**src/lfs_pkg.sv**
```systemverilog
// Shared constants for the LED driver fault supervisor
package lfs_pkg;
    // ------------------------------------------------------------
    // Clock and timing
    // ------------------------------------------------------------
    localparam int CLK_PERIOD_NS = 10;
    localparam int OCP_OFF_US = 1000;
    localparam int QUIET_MS = 10;
    localparam int DEGLITCH_NS = 25000;
    localparam int ONTIME_MAX_NS = 20000;
    // Shutdown low interval is not given; plain default
    localparam int SHUTDOWN_US = 20000;
    localparam int OCP_OFF_CYCLES = (OCP_OFF_US * 1000) / CLK_PERIOD_NS;
    localparam int QUIET_CYCLES = (QUIET_MS * 1000000) / CLK_PERIOD_NS;
    localparam int DEGLITCH_CYCLES = (DEGLITCH_NS + CLK_PERIOD_NS - 1) / CLK_PERIOD_NS;
    localparam int ONTIME_CYCLES = ONTIME_MAX_NS / CLK_PERIOD_NS;
    localparam int SHUTDOWN_CYCLES = (SHUTDOWN_US * 1000 + CLK_PERIOD_NS - 1) / CLK_PERIOD_NS;
    localparam int DIM_CYCLES = 128;
    // ------------------------------------------------------------
    // Timer slots
    // ------------------------------------------------------------
    localparam int T_OCP_OFF = 0;
    localparam int T_OCP_QUIET = 1;
    localparam int T_OVP_QUIET = 2;
    localparam int T_OPEN_DET = 3;
    localparam int T_OPEN_QUIET = 4;
    localparam int T_DEGLITCH = 5;
    localparam int T_SHUTDOWN = 6;
    localparam int T_ONTIME = 7;
    localparam int NUM_TIMERS = 8;
    // ------------------------------------------------------------
    // Power state
    // ------------------------------------------------------------
    typedef enum logic [1:0]
    {
        LFS_RUN = 2'h0,
        LFS_SHDN = 2'h1,
        LFS_START = 2'h3
    } lfs_power_e;
endpackage : lfs_pkg

```
**src/lfs_tmr_if.sv**
```systemverilog
// Run/expiry handshake between the supervisor and one fault timer
`timescale 1ns/1ps
interface lfs_tmr_if;
    logic run;
    logic done;
    modport timer (input run, output done);
    modport user (output run, input done);
endinterface : lfs_tmr_if
```
**src/lfs_supervisor.sv**
```systemverilog
// Fault supervisor top: switch gating, fault qualification and fault line
// Functional notes
// - An overcurrent trip while the switch is on turns it off at once, holds it off, retries.
// - Over-temperature stops switching, cuts LED current and pulls the fault line low.
// - After thermal shutdown the device restarts on cool-down and releases the line then.
// - All faults share one active-low open-drain line that only ever pulls low.
// - Shorted-inductor type trips retry after 1 ms and the line falls on the second trip.
// - The overcurrent fault is released only after 10 ms with no further trip.
// - Feedback overvoltage stops the switch, turns the string off, pulls the line at once.
// - Overvoltage clears once feedback is below 1.55 V and the line frees 10 ms later.
// - Undimmed, 10 ms of continuous low average feedback declares an LED-open fault.
// - Dimmed, 25 us deglitch plus 128 low dim cycles, or an over-long on-time, is LED-open.
// - LED-open clears after 10 ms of feedback back at regulation level.
// - A long low dimming input enters shutdown and the next high runs a full startup.
`timescale 1ns/1ps
module lfs_supervisor #(
    parameter int OCP_OFF_CYC = lfs_pkg::OCP_OFF_CYCLES,
    parameter int QUIET_CYC = lfs_pkg::QUIET_CYCLES,
    parameter int SHUTDOWN_CYC = lfs_pkg::SHUTDOWN_CYCLES,
    parameter int DEGLITCH_CYC = lfs_pkg::DEGLITCH_CYCLES,
    parameter int ONTIME_CYC = lfs_pkg::ONTIME_CYCLES,
    parameter int DIM_CYC = lfs_pkg::DIM_CYCLES
) (
    input wire logic clk,
    input wire logic sys_rst,
    input wire logic dimInput,
    input wire logic dimmingMode,
    input wire logic switchRequest,
    input wire logic overcurrentTrip,
    input wire logic feedbackOver,
    input wire logic feedbackBelowClear,
    input wire logic feedbackLow,
    input wire logic overTemp,
    input wire logic coolDown,
    input wire logic faultReportNIn,
    output logic faultReportNOut,
    output logic faultReportNOe,
    output logic highSideOn,
    output logic ledEnable
);
    localparam int NT = lfs_pkg::NUM_TIMERS;
    localparam int DW = $clog2(DIM_CYC + 1);
    localparam logic [DW-1:0] DIM_LAST = DW'(DIM_CYC);
    localparam int CNT [NT] = '{OCP_OFF_CYC, QUIET_CYC, QUIET_CYC, QUIET_CYC,
                                QUIET_CYC, DEGLITCH_CYC, SHUTDOWN_CYC, ONTIME_CYC};

    initial
    begin
        if (DIM_CYC < 1)
            $error("lfs_supervisor: DIM_CYC must be at least 1");
    end

    // ------------------------------------------------------------
    // Timers
    // ------------------------------------------------------------
    logic timerRun [NT];
    logic timerDone [NT];

    for (genvar g = 0; g < NT; g++)
    begin : gTimer
        lfs_tmr_if tIf ();
        assign tIf.run = timerRun[g];
        assign timerDone[g] = tIf.done;
        lfs_timer #(.COUNT(CNT[g])) uTimer (
            .clk(clk),
            .sys_rst(sys_rst),
            .tmr(tIf)
        );
    end

    // ------------------------------------------------------------
    // Fault state
    // ------------------------------------------------------------
    lfs_pkg::lfs_power_e power;
    lfs_pkg::lfs_power_e next_power;
    logic ocpHold, next_ocpHold;
    logic ocpSeen, next_ocpSeen;
    logic ocpFault, next_ocpFault;
    logic ovpFault, next_ovpFault;
    logic openFault, next_openFault;
    logic thermFault, next_thermFault;
    logic dimPrev, next_dimPrev;
    logic [DW-1:0] dimCount, next_dimCount;
    logic next_highSideOn, next_ledEnable, next_faultReportNOe;
    logic trip, startClear;

    // A trip only counts while the switch actually conducts
    assign trip = overcurrentTrip && highSideOn;
    assign startClear = (power == lfs_pkg::LFS_START);

    always_comb
    begin
        timerRun[lfs_pkg::T_OCP_OFF] = ocpHold;
        timerRun[lfs_pkg::T_OCP_QUIET] = ocpSeen && !overcurrentTrip;
        timerRun[lfs_pkg::T_OVP_QUIET] = ovpFault && feedbackBelowClear;
        timerRun[lfs_pkg::T_OPEN_DET] = !dimmingMode && feedbackLow && ledEnable;
        timerRun[lfs_pkg::T_OPEN_QUIET] = openFault && !feedbackLow;
        timerRun[lfs_pkg::T_DEGLITCH] = dimmingMode && feedbackLow;
        timerRun[lfs_pkg::T_SHUTDOWN] = !dimInput;
        timerRun[lfs_pkg::T_ONTIME] = dimmingMode && highSideOn;
    end

    always_comb
    begin
        next_power = power;
        next_ocpHold = ocpHold;
        next_ocpSeen = ocpSeen;
        next_ocpFault = ocpFault;
        next_ovpFault = ovpFault;
        next_openFault = openFault;
        next_thermFault = thermFault;
        next_dimPrev = dimInput;
        next_dimCount = dimCount;

        case (power)
            lfs_pkg::LFS_RUN:
                if (timerDone[lfs_pkg::T_SHUTDOWN])
                    next_power = lfs_pkg::LFS_SHDN;
            lfs_pkg::LFS_SHDN:
                if (dimInput)
                    next_power = lfs_pkg::LFS_START;
            lfs_pkg::LFS_START:
                next_power = lfs_pkg::LFS_RUN;
            default:
                next_power = lfs_pkg::LFS_RUN;
        endcase

        // Clears are written first so that a set in the same cycle wins
        if (timerDone[lfs_pkg::T_OCP_OFF])
            next_ocpHold = 1'b0;
        if (timerDone[lfs_pkg::T_OCP_QUIET])
        begin
            next_ocpSeen = 1'b0;
            next_ocpFault = 1'b0;
        end
        if (trip)
        begin
            next_ocpHold = 1'b1;
            next_ocpSeen = 1'b1;
            if (ocpSeen)
                next_ocpFault = 1'b1;
        end

        if (timerDone[lfs_pkg::T_OVP_QUIET])
            next_ovpFault = 1'b0;
        if (feedbackOver)
            next_ovpFault = 1'b1;

        // Dim cycles of low feedback after the deglitch window
        if (!timerDone[lfs_pkg::T_DEGLITCH])
            next_dimCount = '0;
        else if (dimInput && !dimPrev && dimCount != DIM_LAST)
            next_dimCount = dimCount + DW'(1);

        if (timerDone[lfs_pkg::T_OPEN_QUIET])
            next_openFault = 1'b0;
        if (timerDone[lfs_pkg::T_OPEN_DET])
            next_openFault = 1'b1;
        if (dimCount == DIM_LAST || timerDone[lfs_pkg::T_ONTIME])
            next_openFault = 1'b1;

        if (coolDown && !overTemp)
            next_thermFault = 1'b0;
        if (overTemp)
            next_thermFault = 1'b1;

        // Leaving shutdown is a fresh power-up of the supervisor
        if (startClear)
        begin
            next_ocpHold = 1'b0;
            next_ocpSeen = 1'b0;
            next_ocpFault = 1'b0;
            next_ovpFault = feedbackOver;
            next_openFault = 1'b0;
            next_thermFault = overTemp;
            next_dimCount = '0;
        end

        next_highSideOn = switchRequest && dimInput && (power == lfs_pkg::LFS_RUN)
                          && !ocpHold && !trip
                          && !feedbackOver
                          && !thermFault && !overTemp
                          && !openFault && !next_openFault;
        next_ledEnable = dimInput && (power == lfs_pkg::LFS_RUN)
                         && !thermFault && !ovpFault && !openFault;
        next_faultReportNOe = next_ocpFault || next_ovpFault || next_openFault
                              || next_thermFault;
    end

    always_ff @(posedge clk or posedge sys_rst)
    begin
        if (sys_rst)
        begin
            power <= lfs_pkg::LFS_RUN;
            ocpHold <= 1'b0;
            ocpSeen <= 1'b0;
            ocpFault <= 1'b0;
            ovpFault <= 1'b0;
            openFault <= 1'b0;
            thermFault <= 1'b0;
            dimPrev <= 1'b0;
            dimCount <= '0;
            highSideOn <= 1'b0;
            ledEnable <= 1'b0;
            faultReportNOe <= 1'b0;
            faultReportNOut <= 1'b0;
        end
        else
        begin
            power <= next_power;
            ocpHold <= next_ocpHold;
            ocpSeen <= next_ocpSeen;
            ocpFault <= next_ocpFault;
            ovpFault <= next_ovpFault;
            openFault <= next_openFault;
            thermFault <= next_thermFault;
            dimPrev <= next_dimPrev;
            dimCount <= next_dimCount;
            highSideOn <= next_highSideOn;
            ledEnable <= next_ledEnable;
            faultReportNOe <= next_faultReportNOe;
            faultReportNOut <= 1'b0;
        end
    end
endmodule : lfs_supervisor

```
**src/lfs_timer.sv**
```systemverilog
// Restartable qualification timer
`timescale 1ns/1ps
module lfs_timer #(
    parameter int COUNT = 16
) (
    input wire logic clk,
    input wire logic sys_rst,
    lfs_tmr_if.timer tmr
);
    localparam int W = $clog2(COUNT + 1);
    localparam logic [W-1:0] LAST = W'(COUNT);

    initial
    begin
        if (COUNT < 1)
            $error("lfs_timer: COUNT must be at least 1");
    end

    logic [W-1:0] count;
    logic [W-1:0] next_count;
    logic doneFlag;
    logic next_doneFlag;

    // Any drop of the qualifier restarts the interval
    always_comb
    begin
        next_count = '0;
        next_doneFlag = 1'b0;
        if (tmr.run)
        begin
            next_count = (count == LAST) ? count : count + W'(1);
            next_doneFlag = (next_count == LAST);
        end
    end

    always_ff @(posedge clk or posedge sys_rst)
    begin
        if (sys_rst)
        begin
            count <= '0;
            doneFlag <= 1'b0;
        end
        else
        begin
            count <= next_count;
            doneFlag <= next_doneFlag;
        end
    end

    assign tmr.done = doneFlag;
endmodule : lfs_timer

```
**config.mk**
```make
export PLATFORM = sky130hd
export DESIGN_NAME = lfs_supervisor
export DESIGN_NICKNAME = d
export VERILOG_FILES = /design/src/lfs_pkg.sv /design/src/lfs_tmr_if.sv /design/src/lfs_supervisor.sv /design/src/lfs_timer.sv
export SDC_FILE = /design/constraint.sdc
export NUM_CORES = 1
export LEC_CHECK = 0
export BUFFER_PORTS_ARGS = -buffer_cell sky130_fd_sc_hd__buf_2
export CELL_PAD_IN_SITES_DETAIL_PLACEMENT = 1
export CELL_PAD_IN_SITES_GLOBAL_PLACEMENT = 1
export CORE_ASPECT_RATIO = 1.5
export CORE_MARGIN = 5
export CORE_UTILIZATION = 50
export DETAILED_ROUTE_END_ITERATION = 10
export GPL_ROUTABILITY_DRIVEN = 0
export GPL_TIMING_DRIVEN = 0
export PLACE_DENSITY_LB_ADDON = 0.1
export SYNTH_ARGS = -nofsm -noshare
export SYNTH_HDL_FRONTEND = slang
export SYNTH_SLANG_ARGS = --single-unit
```
**constraint.sdc**
```tcl
create_clock -name clk -period 6.1 [get_ports clk]
set_clock_uncertainty 0.15 [all_clocks]
set_input_delay 0.915 -clock clk [delete_from_list [all_inputs] [get_ports clk]]
set_output_delay 0.915 -clock clk [all_outputs]
set_load 0.05 [all_outputs]
```
==> results of run 1 <==
-- area by class of cell --
class	count	share of cell area [%]
clock buffers	19	3.96
multi-input cells	857	49.0
plain buffers	54	2.07
repair buffers	14	0.846
well taps	260	2.97
clock inverters	13	1.33
inverters	34	1.23
flip-flops and latches	169	38.6
-- Yosys cell counts, types with 10 or more instances --
cell      count  area [µm²]
o21ai_0      22         110
nor2_1      177         664
or3_1        11        68.8
nor2b_1      24         150
xor2_1       81         709
clkbuf_1     40         150
buf_2        10        50.1
nor3b_1      10        75.1
xnor2_1      59         517
nand4_1      43         269
nand3_1      73         365
ha_1         18         225
nor3_1       30         150
a31oi_1      10        62.6
mux2i_1      12         120
nand2_1      78         293
nand2b_1     17         106
nor4_1       14        87.6
and2_1       18         113
a21oi_1      30         150
inv_1        34         128
and4_1       10        87.6
dfrtp_1     169        4230
and3_1       27         169
-- layer usage --
metal  vias up  track usage, %  wire [µm]
li1       3910               -          -
met1      3998            24.6       9880
met2        64            42.1      13200
met3        31            3.16        441
met4         0            6.51        434
met5         -               0          0
-- per-stage QoR --
stage	instances	instance area, µm²	hold slack, ns
after floorplan	1114	9940	0.276
after global placement	1387	10300	0.294
after detailed placement	1388	10400	0.321
after CTS	1420	10900	0.319
after global routing	1420	10900	0.342
final	1420	10900	0.324
-- power by group --
group          internal, W  switching, W
clock network     0.000608      0.000464
registers          0.00113    0.00000765
logic            0.0000222     0.0000561
total              0.00176      0.000528
-- cells by family (layout without fill, tap and decap cells) --
logic type | count (synthesis) | in the layout | share of synthesized area (%)
AOI/OAI and AO/OA | 96 | 96 | 6.02
xor gates and xnor gates | 140 | 140 | 12.3
adders and majority gates | 18 | 18 | 2.27
buffers and inverters | 88 | 134 | 3.56
DFF | 169 | 169 | 42.5
muxes | 16 | 16 | 1.66
other | 1 | 1 | 0.0377
and+or+nand+nor | 586 | 586 | 31.6
-- state kept, by name (all words and copies together), names as in the netlist --
name                    count
ocpFault                    1
thermFault                  1
power                       2
gTimer.tIf.run              1
ovpFault                    1
faultReportNOe              1
dimCount                    8
highSideOn                  1
ocpSeen                     1
ledEnable                   1
openFault                   1
gTimer.uTimer.count       141
gTimer.uTimer.tmr.done      8
dimPrev                     1
-- worst min path at each step --
stage,start,endpoint,slack (ns),cells after the start
2_1_floorplan,ovpFault,ledEnable,0.28,1
3_3_place_gp,gTimer[6].uTimer.tmr.done,power[0],0.29,2
3_5_place_dp,power[1],power[0],0.32,1
4_1_cts,sys_rst,gTimer[2].uTimer.count[2],0.32,2
5_1_grt,sys_rst,gTimer[6].uTimer.count[17],0.34,2
6_report,sys_rst,gTimer[2].uTimer.count[2],0.32,2
-- worst max-delay path, delay by kind of cell (launching register included) --
| kind | cells | cell delay [ns] |
|---|---|---|
| flip-flops | 1 | 0.32 |
| multiplexers | 1 | 0.34 |
| AND/OR/NAND/NOR | 3 | 1.00 |
| buffers and inverters | 1 | 0.31 |
| AO/OA/AOI/OAI | 2 | 0.51 |
==> impl_results.md, run 1 <==
- Outcome: finished clean
- Pwr Total: roughly 0.0023 W
- Die height: ~180 µm
- Clock Path Buffers: 2
- Max_cap viols: 0
- Worst setup margin: about 3.4 ns
- Post-synth ARST share: between 90% and 100%
- Final ANT Viol Nets: 0
- Antenna cells: 0
- First-pass GRT wire length: 41.7 mm
- Post-CTS setup buffer count: 0
- Mapped cell area: between 0.009 and 0.01 mm²
- # IOs: 16
- Most frequent cells in the layout: nor2_1 (177), dfrtp_1 (169), xor2_1 (81), nand2_1 (78), nand3_1 (73)
- Hold-fix buffers at CTS: 0
- Post-synth EDFFs: 0
- Initial antenna violation count: 0
- Clock-pin slew on the worst setup and hold paths: roughly 0.07 ns
- Worst min path class: primary input to async pin
- Dpl hpwl: about 17 mm
- PostCTS Resize Cnt: 0
- Period minus WS final: 2.71 ns
- Util after Layout: 55.5%
- Fmax: ~370 MHz
- Worst vdd ir: 183 µV
- FF+latch count, synth: ~170
- DP Worst Slack: 3.38 ns
- Routed vias/inst: between 5 and 6
- Fillcell total: between 2000 and 2500
- Critical Path AT: 2.91 ns
- Core ar.: ~0.02 mm²
- Tcrit/Tclk final: about 44%
- Width of the die: about 130 µm
- Initial core utilization: between 50% and 60%
- RSZ-0062 raised after global routing: no
- CTS tree: done
- CP max stage delay: 0.50 ns
- Reg2reg setup slack: around 3.4 ns
- Syn nets: approximately 1100
- Drt first pass iters: 4
- Largest net degree at the start of global routing: 127
- Max Slew Vio Count: 0
- Final WL: roughly 24 mm
- Slew Limit Headroom: between 50 and 60%
- Clock sink count: between 150 and 200
- Reg-to-reg startpoint: gTimer[3].uTimer.count[6]
- Synthesis-to-finish area growth: 10.1%
- Ys flop type: dfrtp_1
- Commonest non-fill, non-tap cell in the layout: nor2_1
- Slowest-stage cell, CP: nor3_1
- CTS root buf: clkbuf_16
- Inserted Clock Buffers: 17
- Netlist cell types: between 70 and 80
- Syn avg cell area: ~9 µm²
- # setup viols final: 0
- Startpoint Class: flip-flop
- Mapped Cells: 1114
- Setup Crit Path Kind: flip-flop to flip-flop
- CP Capture Point: gTimer[3].uTimer.tmr.done
- Total global routing track utilization: a little over a fifth
- Row cnt: 63
- CP Cell Sequence: clkbuf_1, nand2_1, nor3_1, and4_1, mux2_1, a211oi_1, o2111a_1
- Register area share after synthesis: about 43%
- R2r endpoint: gTimer[3].uTimer.tmr.done
- Register area: roughly 0.0042 mm²
- Crit. End Element: flip-flop
- Routed WL per cell: approximately 17 µm
- Yosys warnings: 0
- Share of layout cells above drive strength 1: under 10%
- Hold Fails Final Rpt: 0
- IO Port Bufs: 13
- Reg2reg path depth: 7
- Die area: ~0.023 mm²
- H-tree depth: 4
- Power per cell area: ~210 mW/mm²
- Fin Setup TNS: 0 ns
- Clk_lat worst skew: between 0.4 and 0.5 ns
- Vias in the first global route: between 8000 and 9000
- GRT overflow: 0
- Origin of the worst setup path: gTimer[3].uTimer.count[6]
- Vias post-DR: 8003
- Peak fanout along the critical path: 8
- Detailed Route Iter0 Violations: between 200 and 300
- Drt drc: 0
- Footprint of the multi-input gates: roughly 0.0054 mm²
- Worst EP required: 6.30 ns
- Lkg Pwr: 4.44 nW
- Nets: ~1200
- Worst-Margin Slew: 0.714 ns
Note: power is estimated with default switching activity, not from simulation.
==> inputs of run 2 (changes only) <==
==> constraint.sdc (replaced) <==
create_clock -name clk -period 2.55 [get_ports clk]
set_clock_uncertainty 0.15 [all_clocks]
set_input_delay 0.3825 -clock clk [delete_from_list [all_inputs] [get_ports clk]]
set_output_delay 0.3825 -clock clk [all_outputs]
set_load 0.05 [all_outputs]
==> impl_results.md, run 2 (same netlist as run 1, synthesis figures left out) <==
- Outcome: finished clean
- Share of layout cells above drive strength 1: 8.33% (+1.5 points)
- Commonest non-fill, non-tap cell in the layout: nor2_1
- Internal: 0.00415 W (+140%)
- Startpoint Class: flip-flop
- Final ANT Viol Nets: 0 (unchanged)
- Period minus WS final: 2.42 ns (-0.284 ns)
- Total global routing track utilization: 22.3% (+0.49 points)
- Antenna cells: 0 (unchanged)
- Width of the die: 125 µm (unchanged)
- Die height: 183 µm (unchanged)
- Worst vdd ir: 435 µV (+140%)
- Reg2reg setup slack: 0.13 ns (-3.27 ns)
- Number of flip-flops under the largest register name: 141 (unchanged)
- Worst min path class: primary input to flip-flop
- Drt drc: 0 (unchanged)
- Worst EP required: 2.71 ns (-3.59 ns)
- Synthesis-to-finish area growth: 11.5%
- Max Slew Vio Count: 0 (unchanged)
- Clk_lat worst skew: 0.43 ns (about the same)
- CTS tree: done
- Clock sink count: 169 (unchanged)
- Max_cap viols: 0 (unchanged)
- Util after Layout: 56.3% (+0.71 points)
- # IOs: 16 (unchanged)
- Dpl hpwl: 17.3 mm (+1.8%)
- Power per cell area: 495 mW/mm² (+140%)
- Footprint of the multi-input gates: 0.00543 mm² (+1.3%)
- Most flops, register: gTimer.uTimer.count
- Routed vias/inst: 5.69 (+0.92%)
- Tcrit/Tclk final: 95.0% (+51 points)
- Nets: 1181 (+0.34%)
- H-tree depth: 4 (unchanged)
- Hold Fails Final Rpt: 0 (unchanged)
- Crit. End Element: flip-flop
- Die area: 0.0229 mm² (unchanged)
- Inserted Clock Buffers: 17 (unchanged)
- Vias post-DR: 8099 (+1.2%)
- # setup viols final: 0 (unchanged)
- Slew Limit Headroom: 40.3% (-12 points)
- Routed WL per cell: 17.2 µm (+1.9%)
- Worst-Margin Slew: 0.894 ns (+0.180 ns)
- Lkg Pwr: 4.56 nW (+2.7%)
- GRT overflow: 0 (unchanged)
- Fmax: 413 MHz (+12%)
- Hold slack: 0.0270 ns (-0.297 ns)
- Sw Ratio: 24.3% (+1.2 points)
- Drt first pass iters: 4 (unchanged)
- First-pass GRT wire length: 42.6 mm (+2.1%)
- IO Port Bufs: 13 (unchanged)
- Clock network fraction of total power: 46.9% (about the same)
- Vias in the first global route: 8805 (+1.5%)
- Critical Path AT: 2.58 ns (-0.33 ns)
- Most frequent cells in the layout: nor2_1 (177), dfrtp_1 (169), xor2_1 (81), nand2_1 (78), nand3_1 (72)
- Clock-pin slew on the worst setup and hold paths: 0.07 ns (about the same)
- Peak fanout along the critical path: 8 (unchanged)
- Row cnt: 63 (unchanged)
- Register area: 0.00423 mm² (unchanged)
- Placed Cells: 1391 (+0.22%)
- NetSw: 0.00133 W (+150%)
- Reg2reg path depth: 7 (unchanged)
- Largest net degree at the start of global routing: 42 (-67%)
- Fin Setup TNS: 0 ns (unchanged)
- Sequential share of power: 49.5% (about the same)
- Initial antenna violation count: 1 (+1)
- Detailed Route Iter0 Violations: 310 (+15%)
- Core ar.: 0.0197 mm² (unchanged)
- Final WL: 24.4 mm (+2.2%)
- Setup Crit Path Kind: flip-flop to flip-flop
- Initial core utilization: 50.5% (unchanged)
- Finished Layout Cells: 1424 (+0.28%)
- Comb pwr share: 3.6% (+0.2 points)
- CTS root buf: clkbuf_16
- RSZ-0062 raised after global routing: no
- Clock Path Buffers: 2 (unchanged)
- Hold Path Depth: 1
- Fillcell total: 2315 (-1.6%)
run 2: layout make-up:
type	count	area share [%]
clock inverter	14	1.23
clock buffer	18	3.96
inverter	34	1.19
sequential	169	38.1
buffer	50	1.92
multi-input combinational	857	49.0
timing repair buffer	22	1.67
tap	260	2.93
run 2: worst max-delay path: stages (launching register included):
cell and delay (ns):
dfrtp_1 0.36, clkbuf_1 0.19, nor3b_1 0.34, nand4_1 0.23
nor3_4 0.35, mux2_1 0.37, nand4_1 0.11, and4b_1 0.22
run 2: final timing paths:
check,start,endpoint
worst max-delay path,gTimer[2].uTimer.count[11],gTimer[2].uTimer.tmr.done
worst min-delay path,dimInput,dimPrev
worst max register to register,gTimer[2].uTimer.count[11],gTimer[2].uTimer.tmr.done
worst min register to register,power[1],power[0]
max in group asynchronous,sys_rst,gTimer[4].uTimer.count[9]
min in group asynchronous,sys_rst,gTimer[3].uTimer.count[4]
run 2: repair_timing:
action                                  in CTS  in global routing
hold endpoints to repair                    10                  0
hold buffers                                 1                  0
pin swaps                                    0                  3
endpoints found under the setup margin       2                  5
buffers inserted                             0                  4
resized for setup                            3                 11
run 2: per-layer routing:
layer	GRT usage [%]	vias up	part of all wire [%]
li1	-	3914	-
met1	25.6	4077	42
met2	42.3	72	54
met3	3.63	34	1.7
met4	6.55	2	1.7
met5	0	-	0.029
run 2: power by group through the flow:
stage | clock, W | combinational (W) | sequential (W)
floorplan | 0 | 0.000124 | 0.00276
global placement | 0 | 0.000177 | 0.00276
detailed placement | 0 | 0.000199 | 0.00276
CTS | 0.00264 | 0.000205 | 0.00271
global route | 0.00277 | 0.000225 | 0.00271
finish | 0.00258 | 0.000198 | 0.00271
run 2: stage by stage:
step	setup WS (ns)	power [W]	instance area (µm²)
floorplan	-0.137	0.00288	9950
global placement	-1.29	0.00294	10300
detailed placement	-0.246	0.00296	10400
CTS	0.00591	0.00555	11000
global route	0.00164	0.00571	11100
finish	0.127	0.00549	11100
